File: src/pkg/rxagc_defs.svh
`ifndef RXAGC_DEFS_SVH
`define RXAGC_DEFS_SVH

// ****************************************************************
// Register byte offsets (haddr[7:0])
// ****************************************************************
`define RXAGC_OFF_CTRL_ONE 8'h00
`define RXAGC_OFF_CTRL_TWO 8'h04
`define RXAGC_OFF_CTRL_THREE 8'h08
`define RXAGC_OFF_CTRL_FOUR 8'h0C
`define RXAGC_OFF_LOCK 8'h10
`define RXAGC_OFF_STATUS 8'h14
`define RXAGC_OFF_RSSI 8'h18

// ****************************************************************
// Reset values
// ****************************************************************
`define RXAGC_RST_CTRL_ONE 8'h00
`define RXAGC_RST_CTRL_TWO 8'h55
`define RXAGC_RST_CTRL_THREE 8'h2A
`define RXAGC_RST_CTRL_FOUR 8'h48
`define RXAGC_RST_LOCK 8'h00

// ****************************************************************
// Field positions
// ****************************************************************
`define RXAGC_ONE_FREEZE_LSB 0
`define RXAGC_ONE_WAIT_LSB 2
`define RXAGC_ONE_BLANK_BIT 7
`define RXAGC_TWO_AVG_LSB 0
`define RXAGC_TWO_HYST_BIT 3
`define RXAGC_TWO_AMPLVL_BIT 4
`define RXAGC_TWO_AMPMAX_BIT 5
`define RXAGC_TWO_LOOPOFF_BIT 7
`define RXAGC_THREE_MAXGAIN_LSB 0
`define RXAGC_THREE_DOWN_LSB 5
`define RXAGC_FOUR_LEVEL_LSB 0
`define RXAGC_FOUR_UP_LSB 5
`define RXAGC_LOCK_SEL_LSB 0
`define RXAGC_LOCK_CSSET_BIT 4
`define RXAGC_STAT_CS_BIT 3

// ****************************************************************
// Timing counts and constants
// ****************************************************************
`define RXAGC_FREEZE_BASE 8'h10
`define RXAGC_WAIT_BASE 8'h10
`define RXAGC_WAIT_STEP 8'h04
`define RXAGC_WAIT_MAX 8'h30
`define RXAGC_AVG_BASE 8'h02
`define RXAGC_CS_OFFSET 9'h008
`define RXAGC_HYST 9'h002
`define RXAGC_LOCK_SEL_CS 4'h4

`endif

File: src/pkg/rxagc_pkg.sv
`default_nettype none

package rxagc_pkg;

    // ****************************************************************
    // Loop states
    // ****************************************************************
    typedef enum logic [1:0] {
        RXAGC_IDLE,
        RXAGC_FREEZE,
        RXAGC_WAIT,
        RXAGC_AVG
    } rxagc_state_t;

    // Software-visible control registers
    typedef struct packed {
        logic [7:0] ctrl_one;
        logic [7:0] ctrl_two;
        logic [7:0] ctrl_three;
        logic [7:0] ctrl_four;
        logic [7:0] lock;
    } rxagc_regs_t;

    // Latched AHB address phase
    typedef struct packed {
        logic sel;
        logic write;
        logic [7:0] addr;
    } rxagc_ahb_t;

    // Whole state of the loop
    typedef struct packed {
        rxagc_state_t state;
        rxagc_regs_t regs;
        rxagc_ahb_t ahb;
        logic [31:0] hrdata;
        logic [7:0] cnt;
        logic [11:0] acc;
        logic [7:0] avg;
        logic avg_valid;
        logic [4:0] gain;
        logic cs;
        logic lock_out;
        logic pend_up;
        logic pend_dn;
        logic [4:0] prev;
    } rxagc_core_t;

endpackage : rxagc_pkg

`default_nettype wire

File: src/hdl/rxagc_sync.sv
`timescale 1ns/1ps
`default_nettype none

// ****************************************************************
// Two-stage synchroniser for asynchronous level inputs
// ****************************************************************
module rxagc_sync #(
    parameter int W = 5
) (
    input wire logic clk_sys, // System clock
    input wire logic reset, // Synchronous reset, active high
    input wire logic [W-1:0] async_in, // Levels from outside the domain
    output logic [W-1:0] sync_out // Levels safe to use
);

    typedef struct packed {
        logic [W-1:0] meta;
        logic [W-1:0] stable;
    } rxagc_sync_state_t;

    rxagc_sync_state_t sync_reg;
    rxagc_sync_state_t sync_next;

    // First stage feeds only the second
    always_comb
    begin
        sync_next = sync_reg;
        sync_next.meta = async_in;
        sync_next.stable = sync_reg.meta;
    end

    // State register
    always_ff @(posedge clk_sys)
    begin
        if (reset)
        begin
            sync_reg <= '0;
        end
        else
        begin
            sync_reg <= sync_next;
        end
    end

    assign sync_out = sync_reg.stable;

endmodule : rxagc_sync

`default_nettype wire

File: src/hdl/rxagc_top.sv
`timescale 1ns/1ps
`default_nettype none
`include "rxagc_defs.svh"

module rxagc_top (
    input wire logic clk_sys, // System clock, 100 MHz
    input wire logic reset, // Synchronous reset, active high
    input wire logic hsel, // AHB slave select
    input wire logic [31:0] haddr, // AHB address
    input wire logic [1:0] htrans, // AHB transfer type
    input wire logic hwrite, // AHB write
    input wire logic [2:0] hsize, // AHB size, word only
    input wire logic [31:0] hwdata, // AHB write data
    input wire logic hready, // AHB bus ready
    output logic hreadyout, // AHB slave ready
    output logic hresp, // AHB response, always OKAY
    output logic [31:0] hrdata, // AHB read data
    input wire logic adc_clk_in, // ADC clock level from front end
    input wire logic filter_clk_in, // Filter clock level, twice bandwidth
    input wire logic rx_enable, // Receiver powered up
    input wire logic pll_lock, // PLL lock indication
    input wire logic freq_set_b, // Frequency register set B selected
    input wire logic [7:0] mag_sample, // Magnitude sample from IF path
    output logic [4:0] vga_gain, // Gain code to the analog amplifier
    output logic second_front_amp_max, // Force maximum second amplifier gain
    output logic second_front_amp_level, // Second amplifier change level
    output logic carrier_sense, // Carrier sense indicator
    output logic lock_pin, // Selectable lock output pin
    output logic [7:0] rssi_value // Latest averaged RSSI
);

    // ****************************************************************
    // Helper functions
    // ****************************************************************

    // Post-step wait length in filter ticks
    function automatic logic [7:0] wait_len(input logic [2:0] sel, input logic blank);
        logic [7:0] len;
        len = (sel == 3'd7) ? `RXAGC_WAIT_MAX : 8'(`RXAGC_WAIT_BASE + `RXAGC_WAIT_STEP * sel);
        if (blank)
        begin
            len = {1'b0, len[7:1]};
        end
        return len;
    endfunction : wait_len

    // Number of samples in one average
    function automatic logic [7:0] avg_len(input logic [1:0] sel);
        return 8'(`RXAGC_AVG_BASE << sel);
    endfunction : avg_len

    // ****************************************************************
    // Input synchronisers
    // ****************************************************************
    logic [4:0] pins_sync;

    rxagc_sync #(
        .W(5)
    ) u_sync (
        .clk_sys(clk_sys),
        .reset(reset),
        .async_in({freq_set_b, pll_lock, rx_enable, filter_clk_in, adc_clk_in}),
        .sync_out(pins_sync)
    );

    // ****************************************************************
    // State
    // ****************************************************************
    rxagc_pkg::rxagc_core_t core_reg;
    rxagc_pkg::rxagc_core_t core_next;

    logic adc_tick;
    logic filt_tick;
    logic restart;
    logic [4:0] max_gain;
    logic [8:0] lim_lo;
    logic [8:0] lim_hi;
    logic [8:0] cs_lim;
    logic [11:0] acc_sum;
    logic [7:0] avg_new;
    logic loop_off;
    logic hyst_on;
    logic too_hi;
    logic too_lo;

    // Edges of the synchronised levels
    assign adc_tick = pins_sync[0] & ~core_reg.prev[0];
    assign filt_tick = pins_sync[1] & ~core_reg.prev[1];
    assign restart = (pins_sync[2] & ~core_reg.prev[2])
        | (pins_sync[2] & pins_sync[3] & ~core_reg.prev[3])
        | (pins_sync[2] & (pins_sync[4] ^ core_reg.prev[4]));

    // Field decode
    assign max_gain = core_reg.regs.ctrl_three[`RXAGC_THREE_MAXGAIN_LSB +: 5];
    assign loop_off = core_reg.regs.ctrl_two[`RXAGC_TWO_LOOPOFF_BIT];
    assign hyst_on = core_reg.regs.ctrl_two[`RXAGC_TWO_HYST_BIT];

    // Limits around the carrier level
    always_comb
    begin
        lim_lo = {4'h0, core_reg.regs.ctrl_four[`RXAGC_FOUR_LEVEL_LSB +: 5]}
            + {6'h00, core_reg.regs.ctrl_four[`RXAGC_FOUR_UP_LSB +: 3]};
        lim_hi = lim_lo + {6'h00, core_reg.regs.ctrl_three[`RXAGC_THREE_DOWN_LSB +: 3]};
        if (hyst_on)
        begin
            lim_hi = lim_hi + `RXAGC_HYST;
            lim_lo = (lim_lo > `RXAGC_HYST) ? (lim_lo - `RXAGC_HYST) : 9'h000;
        end
        cs_lim = {4'h0, core_reg.regs.ctrl_four[`RXAGC_FOUR_LEVEL_LSB +: 5]}
            + `RXAGC_CS_OFFSET;
    end

    // Average at the end of the window
    assign acc_sum = core_reg.acc + {4'h0, mag_sample};
    assign avg_new = 8'(acc_sum
        >> ({1'b0, core_reg.regs.ctrl_two[`RXAGC_TWO_AVG_LSB +: 2]} + 3'd1));
    assign too_hi = {1'b0, avg_new} > lim_hi;
    assign too_lo = {1'b0, avg_new} < lim_lo;

    // ****************************************************************
    // Next-state logic
    // ****************************************************************
    always_comb
    begin
        core_next = core_reg;
        core_next.prev = pins_sync;

        // Bus: register write in data phase
        if (core_reg.ahb.sel && core_reg.ahb.write)
        begin
            unique case (core_reg.ahb.addr)
                `RXAGC_OFF_CTRL_ONE: core_next.regs.ctrl_one = hwdata[7:0];
                `RXAGC_OFF_CTRL_TWO: core_next.regs.ctrl_two = hwdata[7:0];
                `RXAGC_OFF_CTRL_THREE: core_next.regs.ctrl_three = hwdata[7:0];
                `RXAGC_OFF_CTRL_FOUR: core_next.regs.ctrl_four = hwdata[7:0];
                `RXAGC_OFF_LOCK: core_next.regs.lock = hwdata[7:0];
                default: core_next.regs = core_reg.regs;
            endcase
        end

        // Bus: latch address phase and prepare read data
        core_next.ahb.sel = hsel & htrans[1] & hready;
        core_next.ahb.write = hwrite;
        core_next.ahb.addr = haddr[7:0];
        if (hsel && htrans[1] && hready && !hwrite)
        begin
            unique case (haddr[7:0])
                `RXAGC_OFF_CTRL_ONE: core_next.hrdata = {24'h00_0000, core_reg.regs.ctrl_one};
                `RXAGC_OFF_CTRL_TWO: core_next.hrdata = {24'h00_0000, core_reg.regs.ctrl_two};
                `RXAGC_OFF_CTRL_THREE: core_next.hrdata = {24'h00_0000, core_reg.regs.ctrl_three};
                `RXAGC_OFF_CTRL_FOUR: core_next.hrdata = {24'h00_0000, core_reg.regs.ctrl_four};
                `RXAGC_OFF_LOCK: core_next.hrdata = {24'h00_0000, core_reg.regs.lock};
                `RXAGC_OFF_STATUS:
                begin
                    core_next.hrdata = 32'h0000_0000;
                    core_next.hrdata[`RXAGC_STAT_CS_BIT] = core_reg.cs;
                    core_next.hrdata[0] = core_reg.avg_valid;
                    core_next.hrdata[1] = (core_reg.state == rxagc_pkg::RXAGC_FREEZE)
                        || (core_reg.state == rxagc_pkg::RXAGC_WAIT);
                    core_next.hrdata[2] = ~loop_off;
                    core_next.hrdata[12:8] = core_reg.gain;
                end
                `RXAGC_OFF_RSSI: core_next.hrdata = {24'h00_0000, core_reg.avg};
                default: core_next.hrdata = 32'h0000_0000;
            endcase
        end

        // Loop sequencing
        if (!pins_sync[2])
        begin
            core_next.state = rxagc_pkg::RXAGC_IDLE;
            core_next.cs = 1'b0;
            core_next.avg_valid = 1'b0;
        end
        else if (restart)
        begin
            core_next.state = rxagc_pkg::RXAGC_FREEZE;
            core_next.gain = max_gain;
            core_next.cnt = 8'h00;
            core_next.acc = 12'h000;
            core_next.avg_valid = 1'b0;
            core_next.cs = 1'b0;
            core_next.pend_up = 1'b0;
            core_next.pend_dn = 1'b0;
        end
        else
        begin
            unique case (core_reg.state)
                rxagc_pkg::RXAGC_IDLE:
                begin
                    core_next.state = rxagc_pkg::RXAGC_FREEZE;
                    core_next.gain = max_gain;
                    core_next.cnt = 8'h00;
                end
                rxagc_pkg::RXAGC_FREEZE:
                begin
                    // Hold on ADC ticks: 16, 32, 64 or 128
                    if (adc_tick)
                    begin
                        if (core_reg.cnt + 8'h01 >= 8'(`RXAGC_FREEZE_BASE
                            << core_reg.regs.ctrl_one[`RXAGC_ONE_FREEZE_LSB +: 2]))
                        begin
                            core_next.state = rxagc_pkg::RXAGC_WAIT;
                            core_next.cnt = 8'h00;
                        end
                        else
                        begin
                            core_next.cnt = core_reg.cnt + 8'h01;
                        end
                    end
                end
                rxagc_pkg::RXAGC_WAIT:
                begin
                    // Settling after a step or after the freeze
                    if (filt_tick)
                    begin
                        if (core_reg.cnt + 8'h01 >= wait_len(
                            core_reg.regs.ctrl_one[`RXAGC_ONE_WAIT_LSB +: 3],
                            core_reg.regs.ctrl_one[`RXAGC_ONE_BLANK_BIT]))
                        begin
                            core_next.state = rxagc_pkg::RXAGC_AVG;
                            core_next.cnt = 8'h00;
                            core_next.acc = 12'h000;
                        end
                        else
                        begin
                            core_next.cnt = core_reg.cnt + 8'h01;
                        end
                    end
                end
                rxagc_pkg::RXAGC_AVG:
                begin
                    // Accumulate one sample per filter tick
                    if (filt_tick)
                    begin
                        core_next.acc = acc_sum;
                        core_next.cnt = core_reg.cnt + 8'h01;
                        if (core_reg.cnt + 8'h01 >= avg_len(
                            core_reg.regs.ctrl_two[`RXAGC_TWO_AVG_LSB +: 2]))
                        begin
                            core_next.avg = avg_new;
                            core_next.avg_valid = 1'b1;
                            core_next.cnt = 8'h00;
                            core_next.acc = 12'h000;
                            core_next.cs = ({1'b0, avg_new} > cs_lim)
                                && !core_reg.regs.lock[`RXAGC_LOCK_CSSET_BIT];
                            core_next.pend_up = 1'b0;
                            core_next.pend_dn = 1'b0;
                            if (!loop_off && too_hi && core_reg.gain != 5'h00)
                            begin
                                if (hyst_on && !core_reg.pend_dn)
                                begin
                                    core_next.pend_dn = 1'b1;
                                end
                                else
                                begin
                                    core_next.gain = core_reg.gain - 5'h01;
                                    core_next.state = rxagc_pkg::RXAGC_WAIT;
                                end
                            end
                            else if (!loop_off && too_lo && core_reg.gain < max_gain)
                            begin
                                if (hyst_on && !core_reg.pend_up)
                                begin
                                    core_next.pend_up = 1'b1;
                                end
                                else
                                begin
                                    core_next.gain = core_reg.gain + 5'h01;
                                    core_next.state = rxagc_pkg::RXAGC_WAIT;
                                end
                            end
                        end
                    end
                end
            endcase
        end

        // Gain ceiling and disabled loop
        if (loop_off || core_next.gain > max_gain)
        begin
            core_next.gain = max_gain;
        end

        // Lock pin selection
        core_next.lock_out = (core_reg.regs.lock[`RXAGC_LOCK_SEL_LSB +: 4] == `RXAGC_LOCK_SEL_CS)
            ? core_reg.cs : 1'b0;
    end

    // ****************************************************************
    // State register
    // ****************************************************************
    always_ff @(posedge clk_sys)
    begin
        if (reset)
        begin
            core_reg <= '0;
            core_reg.state <= rxagc_pkg::RXAGC_IDLE;
            core_reg.regs.ctrl_one <= `RXAGC_RST_CTRL_ONE;
            core_reg.regs.ctrl_two <= `RXAGC_RST_CTRL_TWO;
            core_reg.regs.ctrl_three <= `RXAGC_RST_CTRL_THREE;
            core_reg.regs.ctrl_four <= `RXAGC_RST_CTRL_FOUR;
            core_reg.regs.lock <= `RXAGC_RST_LOCK;
        end
        else
        begin
            core_reg <= core_next;
        end
    end

    // ****************************************************************
    // Outputs
    // ****************************************************************
    assign hreadyout = 1'b1;
    assign hresp = 1'b0;
    assign hrdata = core_reg.hrdata;
    assign vga_gain = core_reg.gain;
    assign second_front_amp_max = core_reg.regs.ctrl_two[`RXAGC_TWO_AMPMAX_BIT];
    assign second_front_amp_level = core_reg.regs.ctrl_two[`RXAGC_TWO_AMPLVL_BIT];
    assign carrier_sense = core_reg.cs;
    assign lock_pin = core_reg.lock_out;
    assign rssi_value = core_reg.avg;

endmodule : rxagc_top

`default_nettype wire

File: config.mk
export PLATFORM = sky130hd
export DESIGN_NAME = rxagc_top
export DESIGN_NICKNAME = d
export VERILOG_FILES = /design/src/pkg/rxagc_pkg.sv /design/src/hdl/rxagc_sync.sv /design/src/hdl/rxagc_top.sv
export VERILOG_INCLUDE_DIRS = /design/src /design/src/pkg
export SDC_FILE = /design/constraint.sdc
export NUM_CORES = 1
export LEC_CHECK = 0
export BUFFER_PORTS_ARGS = -buffer_cell sky130_fd_sc_hd__buf_2
export CAP_MARGIN = 20
export CELL_PAD_IN_SITES_DETAIL_PLACEMENT = 2
export CELL_PAD_IN_SITES_GLOBAL_PLACEMENT = 2
export CORE_UTILIZATION = 34
export DETAILED_ROUTE_END_ITERATION = 6
export PLACE_DENSITY = 0.92
export SLEW_MARGIN = 20
export SYNTH_ARGS = -nofsm -noshare
export SYNTH_HDL_FRONTEND = slang
export SYNTH_SLANG_ARGS = --single-unit
File: constraint.sdc
create_clock -name clk_sys -period 8.9 [get_ports clk_sys]
set_input_delay 2.67 -clock clk_sys [delete_from_list [all_inputs] [get_ports clk_sys]]
set_output_delay 2.67 -clock clk_sys [all_outputs]
set_load 0.02 [all_outputs]
==> flow_metrics.tcl <==
set metrics [dict create \
    netlist_top_cells_area "dfxtp_1 (29%), ha_1 (11%), mux2i_1 (8.4%)" \
    final_util 0.394 \
    start_kind "primary input" \
    synthMostInstantiatedCell "nor2_1" \
    p_leak_nw 3.88 \
    cpMostUsedCell "o21a_1" \
    ios 138 \
    synth_top_cell_by_area "dfxtp_1" \
    instances_no_fill 1293 \
    endpoint_kind "register" \
    fin_ws_ns 0.335 \
    rr_worst_depth 31 \
    wl_per_cell_um 23.7 \
    fin_tns_setup_ns 0 \
    vias 7340 \
    clkTransAtPathRegs_ns 0.06 \
    first_global_vias 8207 \
    rows 55 \
    clock_power_share 0.523 \
    htreeDepth 4 \
    critPathKind "primary input to register" \
    synth_cells 941 \
    cpLargestDelayFamily "compound AO/OA/AOI/OAI gates" \
    avgSynthCellArea_um2 8.56 \
    seq_area_frac_synth 0.293 \
    gr-total-overflow 0 \
    cts.sinks 118 \
    period_minus_slack_ns 8.57 \
    synth_async_sr_flop_share 0 \
    numCtsBuffers 17 \
    cts_root_buf "clkbuf_16" \
    tightest_slew_ns 1.12 \
    path_max_fanout 11 \
    max_freq_ghz 0.117 \
    grt_max_degree 69 \
    timing.rr.end "vga_gain[4]$_SDFF_PP0_" \
    post-synth-top-area-fraction 0.293 \
    grtUsageTotal 0.259 \
    largest_reg_flops 78 \
    antenna_found_initial 3 \
    hold_path.class "register to register" \
    clock_latency_ns 0.45 \
    syn-cell-area_um2 8060 \
    r2r-start "core_reg[93]$_SDFFE_PP0P_" \
    comb_power_share 0.102 \
    grt_pass1_wl_mm 47.2 \
    clock_skew_ns 0.0112 \
    hold_path_depth 1 \
    start_util 0.352 \
    finalHoldViolations 0 \
    ys_seq_elements 118 \
    p_switching_w 0.000397 \
    holdPathEnd "u_sync.sync_out[1]$_SDFF_PP0_" \
    place_inst 1259 \
    chipHeight_um 156 \
    yosys.cell_types.count 74 \
    pre_cts_slack_ns -0.0825 \
    area_delta_synth_final_pct 12.0 \
    route.detailed.drc 0 \
    critical_path_buf_inv_count 4 \
    p_int_w 0.00107 \
    firstDrtPassIters 4 \
    post-dp-hpwl_mm 22.0 \
    ys.flop_type "dfxtp_1" \
    period_share 0.962 \
    clockBufferDepth 2 \
    worst_path_max_delay_cell "mux4_2" \
    setup_viol 0 \
    hold_ws_ns 0.464 \
    gp_congestion 0.849 \
    p_per_area_nw_per_um2 163 \
    wl_mm 30.6 \
    drt_iter0_markers 429 \
    cp.required_ns 9.24 \
    power_frac_seq 0.375 \
    critical_path.max_stage_delay_ns 0.63 \
    drv_slew 0 \
    via_per_inst 5.68 \
    rrSetupSlack_ns 1.72 \
    drive_gt1_frac 0.149 \
    die_area_um2 24300 \
    nets 1123 \
    coreArea_um2 22900 \
    port_buffers 64 \
    outcome "finished, final reports clean" \
    cts_tree "built" \
    power_switching_share 0.270 \
    maxCapViolCount 0 \
    ant_nets 0 \
    ys.warnings.count 0 \
    relSlewSlack 0.251 \
    hold_path_startpoint "u_sync.sync_next[1]$_SDFF_PP0_" \
    yosys-top-cells-count "nor2_1 (121), dfxtp_1 (118), ha_1 (68), mux2i_1 (68), nand2_1 (58)" \
    arrival_ns 8.91 \
    die_w_um 156 \
    ir_drop_mv 0.0763 \
    synth_edf_count 0 \
]
## power by group through the flow
stage	sequential, W	combinational (W)	clock, W
floorplan	0.000554	0.000107	0
global placement	0.000562	0.000136	0
detailed placement	0.000563	0.000145	0
CTS	0.000551	0.000148	0.000774
global route	0.000552	0.000161	0.000795
finish	0.000552	0.000150	0.000768
## cells by family (layout without fill, tap and decap cells)
| kind of cell | Yosys count | count (layout) | share of synthesized area |
|---|---|---|---|
| compound gates | 197 | 197 | 0.166 |
| xor+xnor | 28 | 28 | 0.0304 |
| fa+ha+maj | 71 | 71 | 0.113 |
| buf+inv | 122 | 139 | 0.0850 |
| flops | 118 | 118 | 0.293 |
| mux | 80 | 80 | 0.113 |
| other cells | 2 | 24 | 0.000932 |
| simple gates | 323 | 323 | 0.198 |
## metrics by stage
step / power [W] / cell area, um2
after floorplan: 0.000661 / 8130
after global placement: 0.000697 / 8370
after detailed placement: 0.000708 / 8370
after CTS: 0.00147 / 9000
after global routing: 0.00151 / 9020
final: 0.00147 / 9020
## placed cells by master (no fill, tap or decap), types with 4 or more instances in the layout
cell,count
a31oi_1,12
mux2i_1,68
nand2_1,58
a211oi_1,6
bufinv_16,4
nand4_1,8
o211ai_1,5
a21oi_1,48
a22oi_1,32
nor3_1,12
buf_2,63
dfxtp_1,118
xor2_1,14
nor3b_1,4
ha_1,68
nand2b_1,16
mux4_2,8
nor4_1,4
and3_1,7
a21o_1,15
nand3b_1,5
o22ai_1,6
o21a_1,13
o21ai_0,26
clkbuf_16,17
nand3_1,24
or2_2,5
conb_1,22
mux2_2,4
inv_1,31
nor2b_1,33
buf_4,13
or3_1,6
xnor2_1,14
nor2_1,121
## what timing repair did
action | in CTS | in global routing
buffers inserted | 0 | 0
endpoints found under the setup margin | 0 | 1
hold buffers | 0 | 0
resized for setup | 0 | 3
## cell type report
class | count | area (um2)
Antenna cell | 2 | 5.00
Clock buffer | 20 | 457
Clock inverter | 12 | 175
Fill cell | 2596 | 13900
Inverter | 31 | 116
Multi-Input combinational cell | 721 | 5100
Sequential cell | 118 | 2360
Tap cell | 313 | 392
Timing Repair Buffer | 76 | 413
## per-layer routing
metal,vias to the layer above,global-route usage,part of all wire
met2,221,0.467,0.51
met5,-,0,0.00039
li1,3325,-,-
met1,3732,0.300,0.42
met3,60,0.0444,0.043
met4,2,0.106,0.027
## worst max path at each step
stage / to / start / depth (start not counted)
final: vga_gain[4]$_SDFF_PP0_ / mag_sample[0] / 30
after detailed placement: vga_gain[4]$_SDFF_PP0_ / mag_sample[0] / 27
after global routing: vga_gain[4]$_SDFF_PP0_ / mag_sample[0] / 30
after floorplan: vga_gain[2]$_SDFF_PP0_ / mag_sample[0] / 24
after CTS: vga_gain[4]$_SDFF_PP0_ / mag_sample[0] / 30
after global placement: vga_gain[2]$_SDFF_PP0_ / mag_sample[0] / 24
Power figures use the tool's default switching activity.
